--- src/include/pcs_pkg.sv ---
// Constants and types shared by the program counter sequencer.
// Assumes a 125 MHz pclk that also serves as the core's system clock.
`default_nettype none

package pcs_pkg;

    // Clock and start-up timing
    localparam int CLK_PERIOD_NS = 8;
    localparam int STARTUP_SYS_PERIODS = 1024;
    // One system clock period is one pclk period here
    localparam int STARTUP_CYCLES = (STARTUP_SYS_PERIODS * CLK_PERIOD_NS) / CLK_PERIOD_NS;
    localparam int STARTUP_W = 11;
    localparam logic [10:0] STARTUP_LAST = 11'(STARTUP_CYCLES - 1);

    // Instruction cycle phases
    localparam int PHASES = 4;
    localparam logic [1:0] PHASE_LAST = 2'(PHASES - 1);

    // Program counter and memory geometry
    localparam int PC_W = 13;
    localparam int PMEM_WORDS = 8192;
    localparam int INSN_W = 16;
    localparam logic [12:0] PC_RESET = 13'h0000;
    localparam logic [12:0] PC_ONE = 13'h0001;

    // Interrupt sources and vectors, lowest index has highest priority
    localparam int IRQ_N = 6;
    localparam logic [12:0] VEC_EXT0 = 13'h0004;
    localparam logic [12:0] VEC_EXT1 = 13'h0008;
    localparam logic [12:0] VEC_TMR0 = 13'h000c;
    localparam logic [12:0] VEC_TMR1 = 13'h0010;
    localparam logic [12:0] VEC_TBASE = 13'h0014;
    localparam logic [12:0] VEC_RTC = 13'h0018;

    // Register indices and byte addresses
    localparam logic [7:0] PC_LOW_BYTE_IDX = 8'h06;
    localparam logic [31:0] PC_LOW_BYTE_ADDR = 32'h0000_0018;
    localparam logic [31:0] SEQ_STATUS_ADDR = 32'h0000_0040;
    localparam logic [7:0] PC_LOW_BYTE_RESET = 8'h00;

    // Status register field positions
    localparam int ST_RUN_BIT = 0;
    localparam int ST_DUMMY_BIT = 1;
    localparam int ST_PEND_BIT = 2;
    localparam int ST_PC_LSB = 16;

    // Sequencer mode
    typedef enum logic [0:0] {
        PCS_STARTUP = 1'b0,
        PCS_RUN = 1'b1
    } pcs_mode_t;

endpackage : pcs_pkg

`default_nettype wire

--- src/hw/pcs_sequencer.sv ---
// Program counter sequencer: four-phase instruction cycle, two-stage
// fetch/execute pipeline, 13-bit counter, vectors and an APB window.
// Assumes an external decoder that flags the kind of the instruction in
// insn for the whole cycle, and an external 16-level return stack.
`default_nettype none

module pcs_sequencer
    import pcs_pkg::*;
(
    input wire logic pclk,                 // System clock
    input wire logic presetn,              // Asynchronous reset, active low
    input wire logic psel,                 // APB select
    input wire logic penable,              // APB access phase
    input wire logic pwrite,               // APB write
    input wire logic [31:0] paddr,         // APB byte address
    input wire logic [31:0] pwdata,        // APB write data
    output logic [31:0] prdata,            // APB read data
    output logic pready,                   // APB ready
    output logic pslverr,                  // APB error on unmapped address
    input wire logic wake_from_halt,       // Wake pulse, restarts start-up wait
    input wire logic [15:0] pmem_data,     // Program word at pmem_addr
    output logic [12:0] pmem_addr,         // Program memory fetch address
    output logic [15:0] insn,              // Word under execution
    output logic insn_valid,               // insn is a real instruction
    output logic [1:0] phase,              // Current phase of the cycle
    output logic cycle_end,                // Last phase of the cycle
    input wire logic dec_jump,             // insn is a jump
    input wire logic dec_call,             // insn is a call
    input wire logic dec_return,           // insn is return_from_sub or return_from_irq
    input wire logic dec_skip_taken,       // insn is a skip whose condition holds
    input wire logic [12:0] dec_target,    // Address field of jump or call
    input wire logic [5:0] irq_req,        // Enabled interrupt requests
    output logic [5:0] irq_ack,            // Acknowledge pulse per source
    input wire logic stack_full,           // Return stack holds 16 entries
    input wire logic [12:0] stack_top,     // Top return stack entry
    output logic stack_push,               // Push pulse
    output logic stack_pop,                // Pop pulse
    output logic [12:0] stack_push_data    // Value to push
);

    pcs_mode_t mode;
    logic [10:0] startup_cnt;
    logic [12:0] pc;
    logic dummy;
    logic [5:0] irq_pend;
    logic pcl_pend;
    logic [7:0] pcl_value;

    logic boundary;
    logic exec_now;
    logic seq_insn;
    logic irq_go;
    logic [2:0] irq_sel;
    logic [12:0] irq_vec;
    logic [12:0] pc_inc;
    logic [12:0] next_pc;
    logic next_dummy;
    logic apb_setup;
    logic wr_pcl;
    logic [5:0] next_ack;

    // Vector table, indexed by source priority
    function automatic logic [12:0] pcs_vector(input logic [2:0] idx);
        logic [12:0] v;
        v = VEC_EXT0;
        case (idx)
            3'h0: v = VEC_EXT0;
            3'h1: v = VEC_EXT1;
            3'h2: v = VEC_TMR0;
            3'h3: v = VEC_TMR1;
            3'h4: v = VEC_TBASE;
            3'h5: v = VEC_RTC;
            default: v = VEC_EXT0;
        endcase
        return v;
    endfunction : pcs_vector

    // Phase counter runs freely; the cycle ends on the last phase
    always_ff @(posedge pclk or negedge presetn)
    begin
        if (!presetn)
        begin
            phase <= 2'h0;
            cycle_end <= 1'b0;
        end
        else
        begin
            phase <= phase + 2'h1;
            cycle_end <= (phase == PHASE_LAST - 2'h1);
        end
    end

    assign boundary = (phase == PHASE_LAST);

    // Start-up wait after reset and after every wake-up from halt
    always_ff @(posedge pclk or negedge presetn)
    begin
        if (!presetn)
        begin
            mode <= PCS_STARTUP;
            startup_cnt <= 11'h000;
        end
        else if (wake_from_halt)
        begin
            mode <= PCS_STARTUP;
            startup_cnt <= 11'h000;
        end
        else
        begin
            case (mode)
                PCS_STARTUP:
                begin
                    if (startup_cnt == STARTUP_LAST)
                    begin
                        mode <= PCS_RUN;
                    end
                    else
                    begin
                        startup_cnt <= startup_cnt + 11'h001;
                    end
                end
                PCS_RUN: startup_cnt <= 11'h000;
                default: mode <= PCS_STARTUP;
            endcase
        end
    end

    // The word in insn is executed only when valid and not a dummy slot
    assign exec_now = (mode == PCS_RUN) && boundary && insn_valid && !dummy;
    assign seq_insn = !(dec_jump || dec_call || dec_return || dec_skip_taken);

    // Pick the highest priority latched request
    always_comb
    begin
        irq_sel = 3'h0;
        for (int i = IRQ_N - 1; i >= 0; i--)
        begin
            if (irq_pend[i])
            begin
                irq_sel = 3'(i);
            end
        end
    end

    assign irq_vec = pcs_vector(irq_sel);
    // Taken only between sequential instructions, so nothing is half done,
    // and never while the stack is full
    assign irq_go = exec_now && seq_insn && !pcl_pend && (|irq_pend) && !stack_full;
    assign pc_inc = pc + PC_ONE;

    // Next counter value and whether the following cycle is a dummy
    always_comb
    begin
        next_pc = pc;
        next_dummy = 1'b0;
        if (mode != PCS_RUN)
        begin
            next_pc = pc;
            next_dummy = 1'b0;
        end
        else if (exec_now && dec_return)
        begin
            next_pc = stack_top;
            next_dummy = 1'b1;
        end
        else if (exec_now && (dec_jump || dec_call))
        begin
            next_pc = dec_target;
            next_dummy = 1'b1;
        end
        else if (exec_now && dec_skip_taken)
        begin
            next_pc = pc_inc;
            next_dummy = 1'b1;
        end
        else if (irq_go)
        begin
            next_pc = irq_vec;
            next_dummy = 1'b1;
        end
        else if (pcl_pend && (exec_now || dummy || !insn_valid))
        begin
            next_pc = {pc[12:8], pcl_value};
            next_dummy = insn_valid;
        end
        else
        begin
            next_pc = pc_inc;
            next_dummy = 1'b0;
        end
    end

    // Counter, fetch register and dummy marker step once per cycle
    always_ff @(posedge pclk or negedge presetn)
    begin
        if (!presetn)
        begin
            pc <= PC_RESET;
            insn <= 16'h0000;
            insn_valid <= 1'b0;
            dummy <= 1'b0;
        end
        else if (mode != PCS_RUN)
        begin
            insn_valid <= 1'b0;
            dummy <= 1'b0;
        end
        else if (boundary)
        begin
            pc <= next_pc;
            insn <= pmem_data;
            insn_valid <= !next_dummy;
            dummy <= next_dummy;
        end
    end

    // The fetch address is the counter itself
    assign pmem_addr = pc;

    // Stack strobes and interrupt acknowledges
    always_comb
    begin
        next_ack = 6'h00;
        if (irq_go)
        begin
            next_ack[irq_sel] = 1'b1;
        end
    end

    always_ff @(posedge pclk or negedge presetn)
    begin
        if (!presetn)
        begin
            stack_push <= 1'b0;
            stack_pop <= 1'b0;
            stack_push_data <= 13'h0000;
            irq_ack <= 6'h00;
        end
        else
        begin
            // Call pushes the word after it; an acknowledge pushes the dropped word
            stack_push <= (exec_now && dec_call) || irq_go;
            stack_pop <= exec_now && dec_return;
            stack_push_data <= pc;
            irq_ack <= next_ack;
        end
    end

    // Latched requests: a new request wins over the clear of its acknowledge
    always_ff @(posedge pclk or negedge presetn)
    begin
        if (!presetn)
        begin
            irq_pend <= 6'h00;
        end
        else
        begin
            irq_pend <= (irq_pend & ~next_ack) | irq_req;
        end
    end

    // APB decode
    assign apb_setup = psel && !penable;
    assign wr_pcl = psel && penable && pready && pwrite && (paddr == PC_LOW_BYTE_ADDR);

    // Software low byte write waits for a cycle boundary where it can apply
    always_ff @(posedge pclk or negedge presetn)
    begin
        if (!presetn)
        begin
            pcl_pend <= 1'b0;
            pcl_value <= PC_LOW_BYTE_RESET;
        end
        else if (wr_pcl)
        begin
            pcl_pend <= 1'b1;
            pcl_value <= pwdata[7:0];
        end
        else if ((mode == PCS_RUN) && boundary && !irq_go && (next_pc == {pc[12:8], pcl_value})
                 && pcl_pend && (exec_now || dummy || !insn_valid) && !(exec_now && !seq_insn))
        begin
            pcl_pend <= 1'b0;
        end
    end

    // One wait state: the answer comes in the second access cycle
    always_ff @(posedge pclk or negedge presetn)
    begin
        if (!presetn)
        begin
            pready <= 1'b0;
            pslverr <= 1'b0;
            prdata <= 32'h0000_0000;
        end
        else if (apb_setup)
        begin
            pready <= 1'b0;
            pslverr <= 1'b0;
        end
        else if (psel && penable && !pready)
        begin
            pready <= 1'b1;
            pslverr <= !((paddr == PC_LOW_BYTE_ADDR) || (paddr == SEQ_STATUS_ADDR));
            prdata <= 32'h0000_0000;
            if (!pwrite && (paddr == PC_LOW_BYTE_ADDR))
            begin
                prdata <= {24'h000000, pc[7:0]};
            end
            else if (!pwrite && (paddr == SEQ_STATUS_ADDR))
            begin
                prdata[ST_RUN_BIT] <= (mode == PCS_RUN);
                prdata[ST_DUMMY_BIT] <= dummy;
                prdata[ST_PEND_BIT] <= pcl_pend;
                prdata[ST_PC_LSB +: PC_W] <= pc;
            end
        end
        else
        begin
            pready <= 1'b0;
            pslverr <= 1'b0;
        end
    end

endmodule : pcs_sequencer

`default_nettype wire

--- config.mk ---
export PLATFORM = sky130hd
export DESIGN_NAME = pcs_sequencer
export DESIGN_NICKNAME = d
export VERILOG_FILES = /design/src/include/pcs_pkg.sv /design/src/hw/pcs_sequencer.sv
export SDC_FILE = /design/constraint.sdc
export NUM_CORES = 1
export LEC_CHECK = 0
export BUFFER_PORTS_ARGS = -buffer_cell sky130_fd_sc_hd__buf_2
export CAP_MARGIN = 15
export CORE_MARGIN = 2
export CORE_UTILIZATION = 44
export DETAILED_ROUTE_END_ITERATION = 10
export PLACE_DENSITY = 0.72
export SETUP_SLACK_MARGIN = 0.3
export SYNTH_ARGS = -nofsm -noshare
export SYNTH_HDL_FRONTEND = slang
export SYNTH_SLANG_ARGS = --single-unit
--- constraint.sdc ---
create_clock -name pclk -period 6.5 [get_ports pclk]
set_clock_uncertainty 0.2 [all_clocks]
set_input_delay 0.65 -clock pclk [delete_from_list [all_inputs] [get_ports pclk]]
set_output_delay 0.65 -clock pclk [all_outputs]
set_load 0.005 [all_outputs]
==> results.cfg <==
[power_and_ir_drop]
leakagePower_nw = 3.02
switching_power_uw = 268
seq_power_share = 0.589
p_comb_frac = 0.066
irDropWorstVdd_uv = 104
p_int_uw = 869
p_sw_frac = 0.236
clkPwrFrac = 0.344
power.density_mw_per_mm2 = 193

[synth]
synth_seq_cells = 105
synth_edf_count = 0
yosys.area.top_type = dfrtp_1
synth_seq_area_share = 0.553
synthTopCellsByArea = dfrtp_1 55%, nand2_1 6.4%, a22o_1 3.3%
synth.distinct_cells = 56
netlist.area_leader.share = 0.553
syn_area_per_cell_sq_um = 10.5
async_flop_share = 1.00
syn_inst = 452
synth_flop_cell = dfrtp_1
syn_area_sq_mm = 0.00475
ys_warn_count = 0

[floorplanning]
rows = 37
ios = 211
die_w_um = 108
die_y_um = 108
core_sq_mm = 0.0104
initial_core_util = 0.456
dieArea_sq_mm = 0.0116

[clock_network]
cts_buffer_depth = 2
cts_root_buf = clkbuf_8
insertion_delay_ps = 380
path_clk_slew_ps = 100
cts_buffers = 9
post_cts_resized = 0
postCtsHoldBufs = 0
cts_setup_buffers = 0
cts_htree_levels = 3
cts.sinks = 105
cts_tree = done

[critical_path]
rr_endpoint = pmem_addr[12]
reg2reg_depth = 7
critPathLaunchType = flop
reg2reg_slack_ps = 3460
critPathKind = flop to flop
worstPathMaxFanout = 14
worstPathRequired_ps = 6560
timing.rr.start = phase[0]
critPathCaptureType = flop
worstPathArrival_ps = 3100

[run_status]
status = completed

[detailed_routing]
wl_per_cell_um = 16.4
drtPass1Iterations = 5
totalWireLength_um = 12400
drt_iter0_drc = 309
num_vias = 4005
ant_nets = 0
vias_per_cell = 5.27
drc = 0

[placement]
dp_slack_ps = 3450
port_buffers = 175
dp_hpwl_um = 9120
gp_congestion = 0.788

[global_routing]
grt_pass1_wl_um = 19800
overflow = 0
first_global_vias = 3928
antenna_found_initial = 0
grt.total_usage = 0.219
grt_max_degree = 67

[timing]
max_clock_freq_ghz = 0.329
worst_pin_slew_ps = 1100
hold_viol = 0
tns_ps = 0
postLayoutSetupSlackWorst_ps = 3460
rsz0062_at_grt = false
finalCriticalPeriod_ps = 3040
slew_headroom = 0.265
finalSetupViolCount = 0
drv_slew = 0
period_share = 0.467

[cells_and_area]
drive_above_1_share = 0.348
fillers = 956
diodes = 0
nNetsFinal = 746
area_growth_pct = 23.8

[flow_run]
maxCapViolCount = 0

[worst_hold_path]
hp-class = input pin to asynchronous set/reset pin
==> area by class of cell <==
| cell class | count | area, sq um | area share |
|---|---|---|---|
| sequential | 105 | 2630 | 0.447 |
| multi-input combinational | 316 | 1960 | 0.333 |
| timing repair buffer | 177 | 897 | 0.152 |
| tap | 136 | 170 | 0.0289 |
| clock buffer | 13 | 169 | 0.0287 |
| inverter | 10 | 37.5 | 0.00638 |
| clock inverter | 3 | 22.5 | 0.00383 |
==> metal layers <==
layer	vias up	routed length, um	track usage
met2	149	5950	0.357
met4	0	280	0.0870
met3	20	838	0.0442
li1	1906	-	-
met1	1930	5360	0.290
met5	-	0	0
==> worst max-delay path, stage by stage, from the launching register on <==
cell      delay, ps
dfrtp_1         410
ha_1            300
and3b_1         200
o21ai_1         710
nor4b_1         410
mux2_2          390
a221oi_2        230
o21ai_1          80
==> synthesized netlist by cell type, types with 2 or more instances <==
library cell / n
dfrtp_1: 105
nand2_1: 81
nor2_1: 32
a21oi_1: 19
a22o_1: 18
clkbuf_1: 13
xor2_1: 12
buf_4: 11
nand3_1: 11
o21ai_0: 11
inv_1: 10
nand4_1: 8
o22ai_1: 8
mux2_4: 7
xnor2_1: 7
nor3_1: 6
nor4_1: 6
buf_2: 5
nand2b_1: 5
o21ai_1: 5
a22oi_1: 4
and3_1: 4
ha_1: 4
nor3b_1: 4
o211ai_1: 4
a21o_1: 3
a221oi_2: 3
a31oi_1: 3
mux2_2: 3
or4_4: 3
a221oi_1: 2
a222oi_1: 2
and2_1: 2
buf_1: 2
mux2i_1: 2
nand3b_1: 2
nor4b_1: 2
o2111ai_1: 2
o21a_1: 2
o221ai_1: 2
or2_2: 2
==> power groups by stage <==
stage / registers (mW) / logic [mW] / clock network (mW)
floorplan: 0.681 / 0.0254 / 0
detailed placement: 0.683 / 0.0762 / 0
global placement: 0.682 / 0.0742 / 0
CTS: 0.670 / 0.0766 / 0.404
finish: 0.670 / 0.0755 / 0.392
global route: 0.672 / 0.0854 / 0.431
==> cell families after synthesis <==
logic type	synth area share
simple gates	0.191
flops	0.553
compound gates	0.133
buf+inv	0.0424
xor+xnor	0.0350
mux	0.0334
fa+ha+maj	0.0105
other cells	0.000789
==> through the flow <==
step           power (mW)  instance area (sq um)  hold WS, ps  utilization  instances
6_report             1.14                   5880         32.0        0.565        760
5_1_grt              1.19                   5880         70.2        0.565        760
4_1_cts              1.15                   5870         42.6        0.564        759
3_5_place_dp        0.759                   5680          257        0.545        743
3_3_place_gp        0.756                   5680          248        0.545        743
2_1_floorplan       0.707                   4790          154            -        462
==> layout by cell type (no fill, tap or decap), drive strengths merged, types with 7 or more instances in the layout <==
master,synthesis,layout
o21ai,16,16
a22o,18,18
conb,1,11
o22ai,8,8
mux2,10,10
clkbuf,13,13
nand3,11,11
nor3,8,8
nor4,7,7
nand4,8,8
buf,18,177
xnor2,7,7
nor2,33,33
xor2,12,12
a21oi,20,20
inv,10,11
nand2,82,82
dfrtp,105,105
==> sequential cells by signal, summed over array words and instances (netlist names) <==
signal           cells
cycle_end            1
dummy                1
insn                16
insn_valid           1
irq_ack              6
irq_pend             6
mode                 1
pcl_pend             1
pcl_value            8
phase                2
pmem_addr           13
prdata              21
pready               1
pslverr              1
stack_pop            1
stack_push           1
stack_push_data     13
startup_cnt         11
==> worst max-delay path by stage <==
stage / cells after the start / start / slack, ps / to
after floorplan: 5 / paddr[13] / 4040 / pcl_value[0]
after global placement: 7 / dec_skip_taken / 3470 / pmem_addr[12]
after detailed placement: 6 / penable / 3450 / prdata[1]
after CTS: 7 / phase[0] / 3490 / pmem_addr[12]
after global routing: 7 / phase[0] / 3270 / pmem_addr[12]
final: 7 / phase[0] / 3460 / pmem_addr[12]
(Power assumes the default switching activity.)
